===== src/hw/uart_tx_pkg.sv =====
// shared constants of the transmit path: register map, field positions,
// reset values, timing counts and the transmitter state encoding.
// assumes a 32-bit apb slave with one aligned word per register.
package uart_tx_pkg;

  // ********************************************
  // register map (byte addresses)
  // ********************************************
  localparam int         ADDR_W          = 8;
  localparam logic [7:0] OFS_TX_HOLDING  = 8'h00;
  localparam logic [7:0] OFS_IRQ_ENABLE  = 8'h04;
  localparam logic [7:0] OFS_IRQ_SOURCE  = 8'h08;
  localparam logic [7:0] OFS_FIFO_CTRL   = 8'h0C;
  localparam logic [7:0] OFS_LINE_CTRL   = 8'h10;
  localparam logic [7:0] OFS_MODEM_CTRL  = 8'h14;
  localparam logic [7:0] OFS_DIV_LOW     = 8'h18;
  localparam logic [7:0] OFS_DIV_HIGH    = 8'h1C;
  localparam logic [7:0] OFS_LINE_STATUS = 8'h20;
  localparam logic [7:0] OFS_MODE        = 8'h24;
  localparam logic [7:0] OFS_EVT_STATUS  = 8'h28;
  localparam logic [7:0] OFS_EVT_MASK    = 8'h2C;

  // ********************************************
  // field positions
  // ********************************************
  localparam int FC_ENABLE      = 0;
  localparam int FC_TX_TRIG_LSB = 8;
  localparam int FC_RX_TRIG_LSB = 16;
  localparam int TRIG_W         = 6;
  localparam int LC_WLEN_LSB    = 0;
  localparam int LC_STOP2       = 2;
  localparam int LC_PAR_EN      = 3;
  localparam int LC_PAR_EVEN    = 4;
  localparam int LC_W           = 5;
  localparam int MC_PRESCALE    = 7;
  localparam int IE_TX_EMPTY    = 1;
  localparam int IS_NONE        = 0;
  localparam int IS_TX_EMPTY    = 1;
  localparam int LS_HOLD_EMPTY  = 5;
  localparam int LS_TX_EMPTY    = 6;
  localparam int LS_LEVEL_LSB   = 8;
  localparam int MD_EIGHT_X     = 0;
  localparam int MD_AUTO_HD     = 1;
  localparam int EV_TXE         = 0;
  localparam int EV_IDLE        = 1;
  localparam int EV_OVF         = 2;
  localparam int EV_W           = 3;

  // ********************************************
  // reset values
  // ********************************************
  localparam logic [7:0]        RST_DIV       = 8'h00;
  localparam logic [TRIG_W-1:0] RST_TRIG      = 6'h20;
  localparam logic [LC_W-1:0]   RST_LINE_CTRL = 5'h03;

  // ********************************************
  // timing counts and sizes
  // ********************************************
  localparam logic [1:0] PRESCALE_LAST  = 2'h3;
  localparam logic [3:0] TICKS_16X_LAST = 4'hF;
  localparam logic [3:0] TICKS_8X_LAST  = 4'h7;
  localparam logic [2:0] WLEN_MIN_LAST  = 3'h4;
  localparam logic [6:0] FIFO_DEPTH     = 7'h40;
  localparam logic [6:0] HOLD_DEPTH     = 7'h01;

  typedef enum logic [4:0] {
    TX_IDLE   = 5'b00001,
    TX_START  = 5'b00010,
    TX_DATA   = 5'b00100,
    TX_PARITY = 5'b01000,
    TX_STOP   = 5'b10000
  } tx_state_t;

endpackage : uart_tx_pkg


===== src/hw/baud_link_if.sv =====
// carries the divisor and prescale choice to the rate divider and the
// sampling tick back; both ends run on clk_sys.
`timescale 1ns/1ns
interface baud_link_if;
  logic [15:0] divisor;
  logic        prescale_by4;
  logic        tick;
  modport rate_src  (input divisor, input prescale_by4, output tick);
  modport rate_user (output divisor, output prescale_by4, input tick);
endinterface : baud_link_if


===== src/hw/rate_divider.sv =====
// prescaler and programmable rate divider producing the sampling tick.
// assumes divisor and prescale come from registers on the same clock.
`timescale 1ns/1ns
module rate_divider
  import uart_tx_pkg::*;
(
  input wire logic   clk_sys,
  input wire logic   reset,
  baud_link_if.rate_src link
);

  typedef struct packed {
    logic [1:0]  pre_cnt;
    logic [15:0] div_cnt;
    logic        tick;
  } div_state_t;

  div_state_t st;
  div_state_t next_st;
  logic       pre_tick;

  // ********************************************
  // divide chain
  // ********************************************
  // prescaler passes every clock or every fourth, then the divisor counts
  always_comb
  begin
    next_st      = st;
    next_st.tick = 1'b0;
    pre_tick     = 1'b1;
    if (link.prescale_by4)
    begin
      pre_tick = (st.pre_cnt == PRESCALE_LAST);
    end
    next_st.pre_cnt = st.pre_cnt + 2'h1;
    // a zero divisor stops the tick; the host must program it first
    if (pre_tick && link.divisor != 16'h0000)
    begin
      if (st.div_cnt >= link.divisor - 16'h0001)
      begin
        next_st.div_cnt = 16'h0000;
        next_st.tick    = 1'b1;
      end
      else
      begin
        next_st.div_cnt = st.div_cnt + 16'h0001;
      end
    end
  end

  always_ff @(posedge clk_sys or posedge reset)
  begin
    if (reset)
    begin
      st <= '0;
    end
    else
    begin
      st <= next_st;
    end
  end

  assign link.tick = st.tick;

endmodule : rate_divider


===== src/hw/uart_tx_baud_and_irq_pin.sv =====
// one transmit channel: apb registers, 64-byte fifo, serial framing,
// line status, interrupt events and the service pin level.
// assumes apb master on clk_sys and a receiver that reports its fifo level.
`timescale 1ns/1ns

module uart_tx_baud_and_irq_pin
  import uart_tx_pkg::*;
(
  input  wire logic        clk_sys,
  input  wire logic        reset,
  input  wire logic        psel,
  input  wire logic        penable,
  input  wire logic        pwrite,
  input  wire logic [31:0] paddr,
  input  wire logic [31:0] pwdata,
  output logic             pready,
  output logic [31:0]      prdata,
  output logic             pslverr,
  input  wire logic [6:0]  rx_fifo_level,
  output logic             serial_out,
  output logic             sample_tick,
  output logic             service_pin,
  output logic             irq
);

  typedef struct packed {
    logic                  pready;
    logic [31:0]           prdata;
    logic                  pslverr;
    logic                  tx_irq_en;
    logic                  fifo_en;
    logic [TRIG_W-1:0]     tx_trig;
    logic [TRIG_W-1:0]     rx_trig;
    logic [LC_W-1:0]       line_ctrl;
    logic                  prescale;
    logic [7:0]            div_low;
    logic [7:0]            divisor_high;
    logic                  eight_x;
    logic                  auto_hd;
    logic [EV_W-1:0]       evt;
    logic [EV_W-1:0]       mask;
    logic [63:0][7:0]      mem;
    logic [5:0]            wr_ptr;
    logic [5:0]            rd_ptr;
    logic [6:0]            count;
    tx_state_t             state;
    logic [7:0]            shift;
    logic [2:0]            bit_idx;
    logic [3:0]            samp_cnt;
    logic                  stop_cnt;
    logic                  par_acc;
    logic                  txd;
    logic                  tick;
    logic                  tx_pin;
    logic                  rx_pin;
    logic                  pin;
    logic                  txe_int_d;
    logic                  idle_d;
    logic                  irq;
  } tx_state_all_t;

  tx_state_all_t st;
  tx_state_all_t next_st;
  baud_link_if   baud ();

  logic [7:0]      addr;
  logic            wr_en;
  logic            push;
  logic            pop;
  logic            full;
  logic            hold_empty;
  logic            tx_empty;
  logic            txe_int;
  logic [6:0]      tx_trig7;
  logic [6:0]      rx_trig7;
  logic [3:0]      last_tick;
  logic [2:0]      last_bit;
  logic            par_new;
  logic [EV_W-1:0] ev;
  logic [31:0]     rd_val;
  logic            rd_ok;

  // ********************************************
  // rate divider
  // ********************************************
  assign baud.divisor      = {st.divisor_high, st.div_low};
  assign baud.prescale_by4 = st.prescale;

  rate_divider u_rate_divider
  (
    .clk_sys (clk_sys),
    .reset   (reset),
    .link    (baud.rate_src)
  );

  // ********************************************
  // status terms
  // ********************************************
  // holding and fifo share one array; without fifo only one entry is held at a time
  assign full       = (st.count == (st.fifo_en ? FIFO_DEPTH : HOLD_DEPTH));
  assign hold_empty = (st.count == 7'h00);
  assign tx_empty   = hold_empty && (st.state == TX_IDLE);
  assign tx_trig7   = {1'b0, st.tx_trig};
  assign rx_trig7   = {1'b0, st.rx_trig};
  // fifo mode flags the holding side empty once below the trigger level
  assign txe_int    = st.tx_irq_en &&
                      (st.fifo_en ? (st.count < tx_trig7) : hold_empty);
  assign last_tick  = st.eight_x ? TICKS_8X_LAST : TICKS_16X_LAST;
  assign last_bit   = st.line_ctrl[LC_WLEN_LSB +: 2] + WLEN_MIN_LAST;
  assign addr       = paddr[7:0];
  assign wr_en      = psel && penable && pready && pwrite;

  // ********************************************
  // read mux
  // ********************************************
  // unmapped addresses answer with an error and zero data; upper addresses err but read the register their low byte selects
  always_comb
  begin
    rd_val = 32'h0000_0000;
    rd_ok  = (paddr[31:8] == 24'h00_0000);
    unique case (addr)
      OFS_TX_HOLDING:  rd_val = 32'h0000_0000;
      OFS_IRQ_ENABLE:  rd_val[IE_TX_EMPTY] = st.tx_irq_en;
      OFS_IRQ_SOURCE:
      begin
        rd_val[IS_NONE]     = ~txe_int;
        rd_val[IS_TX_EMPTY] = txe_int;
      end
      OFS_FIFO_CTRL:
      begin
        rd_val[FC_ENABLE]                = st.fifo_en;
        rd_val[FC_TX_TRIG_LSB +: TRIG_W] = st.tx_trig;
        rd_val[FC_RX_TRIG_LSB +: TRIG_W] = st.rx_trig;
      end
      OFS_LINE_CTRL:   rd_val[LC_W-1:0]   = st.line_ctrl;
      OFS_MODEM_CTRL:  rd_val[MC_PRESCALE] = st.prescale;
      OFS_DIV_LOW:     rd_val[7:0]        = st.div_low;
      OFS_DIV_HIGH:    rd_val[7:0]        = st.divisor_high;
      OFS_LINE_STATUS:
      begin
        rd_val[LS_HOLD_EMPTY]     = hold_empty;
        rd_val[LS_TX_EMPTY]       = tx_empty;
        rd_val[LS_LEVEL_LSB +: 7] = st.count;
      end
      OFS_MODE:
      begin
        rd_val[MD_EIGHT_X] = st.eight_x;
        rd_val[MD_AUTO_HD] = st.auto_hd;
      end
      OFS_EVT_STATUS:  rd_val[EV_W-1:0] = st.evt;
      OFS_EVT_MASK:    rd_val[EV_W-1:0] = st.mask;
      default:         rd_ok = 1'b0;
    endcase
  end

  // ********************************************
  // next state
  // ********************************************
  always_comb
  begin
    next_st        = st;
    push           = 1'b0;
    pop            = 1'b0;
    par_new        = 1'b0;
    ev             = '0;
    // apb answers in the first access cycle; pready is a flop
    next_st.pready = psel && !penable;
    if (psel && !penable)
    begin
      next_st.prdata  = pwrite ? 32'h0000_0000 : rd_val;
      next_st.pslverr = ~rd_ok;
    end
    // the answer stands for the access cycle only, so error and data never linger
    else
    begin
      next_st.prdata  = 32'h0000_0000;
      next_st.pslverr = 1'b0;
    end
    // register writes take effect at the completing edge only
    if (wr_en && !st.pslverr)
    begin
      unique case (addr)
        OFS_TX_HOLDING:
        begin
          if (full)
          begin
            ev[EV_OVF] = 1'b1;
          end
          else
          begin
            push                    = 1'b1;
            next_st.mem[st.wr_ptr]  = pwdata[7:0];
            next_st.wr_ptr          = st.wr_ptr + 6'h01;
          end
        end
        OFS_IRQ_ENABLE:  next_st.tx_irq_en = pwdata[IE_TX_EMPTY];
        OFS_FIFO_CTRL:
        begin
          next_st.fifo_en = pwdata[FC_ENABLE];
          next_st.tx_trig = pwdata[FC_TX_TRIG_LSB +: TRIG_W];
          next_st.rx_trig = pwdata[FC_RX_TRIG_LSB +: TRIG_W];
        end
        OFS_LINE_CTRL:   next_st.line_ctrl    = pwdata[LC_W-1:0];
        OFS_MODEM_CTRL:  next_st.prescale     = pwdata[MC_PRESCALE];
        OFS_DIV_LOW:     next_st.div_low      = pwdata[7:0];
        OFS_DIV_HIGH:    next_st.divisor_high = pwdata[7:0];
        OFS_MODE:
        begin
          next_st.eight_x = pwdata[MD_EIGHT_X];
          next_st.auto_hd = pwdata[MD_AUTO_HD];
        end
        OFS_EVT_MASK:    next_st.mask = pwdata[EV_W-1:0];
        default:         next_st.mask = st.mask;
      endcase
    end

    // transmitter: one shared tick drives the bit timing
    next_st.tick = baud.tick;
    unique case (st.state)
      TX_IDLE:
      begin
        next_st.txd = 1'b1;
        if (!hold_empty)
        begin
          pop              = 1'b1;
          next_st.shift    = st.mem[st.rd_ptr];
          next_st.rd_ptr   = st.rd_ptr + 6'h01;
          next_st.state    = TX_START;
          next_st.txd      = 1'b0;
          next_st.samp_cnt = 4'h0;
          next_st.bit_idx  = 3'h0;
          next_st.par_acc  = 1'b0;
          next_st.stop_cnt = 1'b0;
        end
      end
      TX_START, TX_DATA, TX_PARITY, TX_STOP:
      begin
        if (st.tick)
        begin
          next_st.samp_cnt = st.samp_cnt + 4'h1;
          // a bit lasts last_tick+1 sampling ticks
          if (st.samp_cnt == last_tick)
          begin
            next_st.samp_cnt = 4'h0;
            unique case (st.state)
              TX_START:
              begin
                next_st.state = TX_DATA;
                next_st.txd   = st.shift[0];
              end
              TX_DATA:
              begin
                par_new         = st.par_acc ^ st.shift[0];
                next_st.par_acc = par_new;
                next_st.shift   = {1'b0, st.shift[7:1]};
                if (st.bit_idx == last_bit)
                begin
                  if (st.line_ctrl[LC_PAR_EN])
                  begin
                    next_st.state = TX_PARITY;
                    next_st.txd   = st.line_ctrl[LC_PAR_EVEN] ? par_new : ~par_new;
                  end
                  else
                  begin
                    next_st.state = TX_STOP;
                    next_st.txd   = 1'b1;
                  end
                end
                else
                begin
                  next_st.bit_idx = st.bit_idx + 3'h1;
                  next_st.txd     = st.shift[1];
                end
              end
              TX_PARITY:
              begin
                next_st.state = TX_STOP;
                next_st.txd   = 1'b1;
              end
              default:
              begin
                if (st.stop_cnt == st.line_ctrl[LC_STOP2])
                begin
                  next_st.state = TX_IDLE;
                end
                else
                begin
                  next_st.stop_cnt = 1'b1;
                end
              end
            endcase
          end
        end
      end
      default:
      begin
        next_st.state = TX_IDLE;
        next_st.txd   = 1'b1;
      end
    endcase

    // occupancy follows both ends in one step
    next_st.count = st.count + {6'h00, push} - {6'h00, pop};
    // changing fifo mode empties the storage so the modes never mix
    if (wr_en && !st.pslverr && addr == OFS_FIFO_CTRL &&
        pwdata[FC_ENABLE] != st.fifo_en)
    begin
      next_st.wr_ptr = 6'h00;
      next_st.rd_ptr = 6'h00;
      next_st.count  = 7'h00;
    end

    // transmit side of the service pin; equal to trigger holds the level unless hold_empty, or tx_empty with auto_hd
    if (!st.fifo_en)
    begin
      next_st.tx_pin = !hold_empty;
    end
    else if (st.auto_hd)
    begin
      if (st.count < tx_trig7 || tx_empty)
      begin
        next_st.tx_pin = 1'b0;
      end
      else if (st.count > tx_trig7)
      begin
        next_st.tx_pin = 1'b1;
      end
    end
    else
    begin
      if (st.count < tx_trig7 || hold_empty)
      begin
        next_st.tx_pin = 1'b0;
      end
      else if (st.count > tx_trig7)
      begin
        next_st.tx_pin = 1'b1;
      end
    end
    // receive side; without fifo it never pulls the pin low
    if (!st.fifo_en)
    begin
      next_st.rx_pin = 1'b1;
    end
    else if (rx_fifo_level < rx_trig7)
    begin
      next_st.rx_pin = 1'b1;
    end
    else if (rx_fifo_level > rx_trig7)
    begin
      next_st.rx_pin = 1'b0;
    end
    // low on either side calls for service
    next_st.pin = st.tx_pin && st.rx_pin;

    // sticky events: a new event wins over a clearing write
    next_st.txe_int_d = txe_int;
    next_st.idle_d    = tx_empty;
    ev[EV_TXE]        = txe_int && !st.txe_int_d;
    ev[EV_IDLE]       = tx_empty && !st.idle_d;
    if (wr_en && !st.pslverr && addr == OFS_EVT_STATUS)
    begin
      next_st.evt = st.evt & ~pwdata[EV_W-1:0];
    end
    next_st.evt = next_st.evt | ev;
    next_st.irq = |(st.evt & st.mask);
  end

  // ********************************************
  // state register
  // ********************************************
  always_ff @(posedge clk_sys or posedge reset)
  begin
    if (reset)
    begin
      next_st_reset_block:
      begin
        st              <= '0;
        st.tx_trig      <= RST_TRIG;
        st.rx_trig      <= RST_TRIG;
        st.line_ctrl    <= RST_LINE_CTRL;
        st.div_low      <= RST_DIV;
        st.divisor_high <= RST_DIV;
        st.state        <= TX_IDLE;
        st.txd          <= 1'b1;
        st.rx_pin       <= 1'b1;
        st.idle_d       <= 1'b1;
      end
    end
    else
    begin
      st <= next_st;
    end
  end

  // outputs come straight from the state flops
  assign pready      = st.pready;
  assign prdata      = st.prdata;
  assign pslverr     = st.pslverr;
  assign serial_out  = st.txd;
  assign sample_tick = st.tick;
  assign service_pin = st.pin;
  assign irq         = st.irq;

endmodule : uart_tx_baud_and_irq_pin


===== config.mk =====
export PLATFORM = sky130hd
export DESIGN_NAME = uart_tx_baud_and_irq_pin
export DESIGN_NICKNAME = d
export VERILOG_FILES = /design/src/hw/uart_tx_pkg.sv /design/src/hw/baud_link_if.sv /design/src/hw/rate_divider.sv /design/src/hw/uart_tx_baud_and_irq_pin.sv
export SDC_FILE = /design/constraint.sdc
export NUM_CORES = 2
export LEC_CHECK = 0
export ABC_CLOCK_PERIOD_IN_PS = 19300
export BUFFER_PORTS_ARGS = -buffer_cell sky130_fd_sc_hd__buf_2
export CORE_ASPECT_RATIO = 1.25
export CORE_MARGIN = 3
export CORE_UTILIZATION = 50
export DETAILED_ROUTE_END_ITERATION = 6
export HOLD_SLACK_MARGIN = 0.08
export PLACE_DENSITY = 0.76
export SYNTH_ARGS = -nofsm -noshare
export SYNTH_HDL_FRONTEND = slang
export SYNTH_SLANG_ARGS = --single-unit

===== constraint.sdc =====
create_clock -name clk_sys -period 19.3 [get_ports clk_sys]
set_input_delay 1.93 -clock clk_sys [delete_from_list [all_inputs] [get_ports clk_sys]]
set_output_delay 1.93 -clock clk_sys [all_outputs]
set_load 0.02 [all_outputs]

==> flow_summary.yaml <==
status:
  status: "finished clean"
synthesis:
  ys_warn_count: 0
  syn_inst: 2371
  syn_avg_cell_area_um2: 13.2
  synth_cell_types: 78
  netlist_area_um2: 31200
  synth_ff_type: "dfrtp_1"
  synth-seq-cells: 647
  synth_edf_count: 0
  yosysSeqAreaShare_pct: 51.8
  async_reset_ff_share_pct: 100
sta:
  min_period_over_period_pct: 29.0
  finalSetupViolations: 0
  hold_viol_final: 0
  final_max_slew_viol_count: 0
  fin_setup_tns_ps: 0
  max_clock_freq_ghz: 0.179
  rsz0062_at_grt: "false"
  min_period_ps: 5590
  skew_ps: 28.7
  slew_headroom_pct: 14.9
  tightest_slew_ps: 1280
clocking:
  numCtsBuffers: 66
  cts-resized-gates: 0
  hold_buffers: 0
  htree_num_levels: 3
  cts_setup_buffers: 0
  cts_tree: "done"
  clockBufferDepth: 3
  clk_pin_slew_ps: 60
  clkLatencyLatePin_ps: 620
  cts_sinks: 647
  ctsRootBufferMaster: "clkbuf_16"
worst_setup_path:
  crit_path_start_kind: "input pin"
  r2r_end: "u_rate_divider.st[11]"
  reg2regPathDepth: 13
  arrival_ps: 6020
  required_ps: 19730
  reg2reg_from: "baud.divisor[2]"
  rrSetupSlack_ps: 14820
  endpoint_kind: "asynchronous set/reset pin"
  crit_type: "input pin to asynchronous set/reset pin"
  path_max_fanout: 202
global_route:
  grt_pass1_wl_um: 120000
  grt_usage_pct: 23.2
  overflow: 0
  antenna_found_initial: 0
  grt_start_max_net_pins: 203
  grt_pass1_vias: 21400
floorplanning:
  rows: 101
  die-area_um2: 65600
  start_util_pct: 51.0
  core-area_um2: 61300
  die_w_um: 230
  pin_count: 114
  die_h_um: 286
route:
  drtIter0Drc: 1520
  dr.pass1.iters: 5
  via_per_inst: 6.12
  vias: 20000
  totalWireLength_um: 75900
  wl_per_cell_um: 23.2
  ant_nets: 0
  drc_errors: 0
cells_and_area:
  final_common_cell: "dfrtp_1"
  syn2layout_area_growth_pct: 10.2
  nets: 2513
  post-route-util_pct: 56.2
  layout-drive-gt1-share_pct: 38.3
  layout_common_cells: "dfrtp_1, mux2_2, nand2_1, mux2i_1, buf_2"
placement:
  routabilityCongestion: 0.879
  hpwlAfterDp_um: 48600
  io_buffers: 90
pwr:
  ir_worst_vdd_mv: 0.0591
  leakage_nw: 16.2
  cellPowerDensity_nw_per_um2: 81.6
worst_hold_path:
  hold_depth: 1
  holdCritStartpoint: "u_rate_divider.st[17]"
  hold_class: "flip-flop to flip-flop"
  whs_endpoint: "u_rate_divider.st[17]"
flow_run:
  drv_cap: 0
==> per-layer routing <==
metal  vias to the layer above  part of all wire [%]  GRT usage, %
met4                         0                   4.6          11.5
met2                       627                    51          41.1
met1                     10500                    39          27.8
met5                         -                     0             0
met3                       183                   4.7          3.24
li1                       8692                     -             -
==> final cells by class <==
class / instances / area (µm²)
diodes: 1 / 2.50
clock buffers: 95 / 1930
clock inverters: 22 / 285
fillers: 4761 / 26800
inverters: 38 / 146
multi-input cells: 1517 / 14100
flip-flops and latches: 647 / 16200
well taps: 824 / 1030
repair buffers: 122 / 703
==> how the worst max path moves through the flow <==
stage	cells after the start	endpoint	slack, ps	from
3_3_place_gp	6	st[38]	13070	reset
5_1_grt	6	st[38]	12950	reset
4_1_cts	6	st[38]	13460	reset
2_1_floorplan	1	baud.divisor[0]	8540	reset
6_report	6	st[38]	13710	reset
3_5_place_dp	6	st[38]	12800	reset
==> state kept, by name (all words and copies together), names as in the netlist <==
register / flops
serial_out: 1
prdata: 21
irq: 1
st: 578
rx_trig7: 6
u_rate_divider.link.tick: 1
baud.divisor: 16
u_rate_divider.st: 18
service_pin: 1
pready: 1
baud.prescale_by4: 1
pslverr: 1
sample_tick: 1
==> critical path, stage by stage <==
cell and delay (ps):
buf_2 110, clkinvlp_4 440, buf_4 770, buf_12 760
buf_4 840, buf_4 970
==> power breakdown <==
group | total, mW | switching [mW] | internal, mW
clock | 1.30 | 0.537 | 0.768
combinational | 0.129 | 0.0884 | 0.0411
sequential | 1.38 | 0.0115 | 1.36
==> synth_stat cells, drive strengths merged, types with 5 or more instances <==
master / number / area share [%]
nand2: 131 / 1.7
nor4: 22 / 0.58
nor3b: 5 / 0.12
and3b: 5 / 0.14
mux2: 553 / 20
o21ai: 48 / 0.77
xnor2: 26 / 0.73
nor2: 108 / 1.6
nor3: 22 / 0.42
a22oi: 24 / 0.58
dfrtp: 639 / 51
clkbuf: 118 / 1.4
xor2: 20 / 0.56
ha: 44 / 1.8
a2111oi: 7 / 0.20
mux4: 83 / 6.0
nand4: 28 / 0.63
dfstp: 8 / 0.67
or3: 6 / 0.14
mux2i: 104 / 3.3
a21o: 5 / 0.12
a211oi: 5 / 0.12
o21a: 6 / 0.14
nand3b: 11 / 0.26
a32oi: 5 / 0.14
nand2b: 6 / 0.12
inv: 37 / 0.44
nor2b: 24 / 0.48
and2: 11 / 0.22
nand4b: 5 / 0.14
buf: 61 / 1.2
and3: 11 / 0.22
a21oi: 41 / 0.66
o221ai: 26 / 0.73
o22ai: 26 / 0.52
nand3: 40 / 0.69
==> stage by stage <==
step | cell area (µm²) | hold WS, ps | instances | total power, mW | setup WS, ps
final | 34500 | 421 | 3266 | 2.81 | 13710
after global routing | 34400 | 438 | 3265 | 2.90 | 12950
after CTS | 34400 | 427 | 3265 | 2.84 | 13460
after detailed placement | 32200 | 417 | 3148 | 1.53 | 12800
after global placement | 32200 | 413 | 3148 | 1.52 | 13070
after floorplan | 31300 | 331 | 2381 | 1.49 | 8540
==> logic make-up after synthesis <==
kind of cell,Yosys count,share of synthesized area (%)
mux,740,29.2
flops,647,51.8
simple gates,449,7.82
compound gates,226,4.88
buf+inv,217,3.09
xor+xnor,46,1.29
fa+ha+maj,45,1.83
other cells,1,0.0120
(Power assumes the default switching activity.)
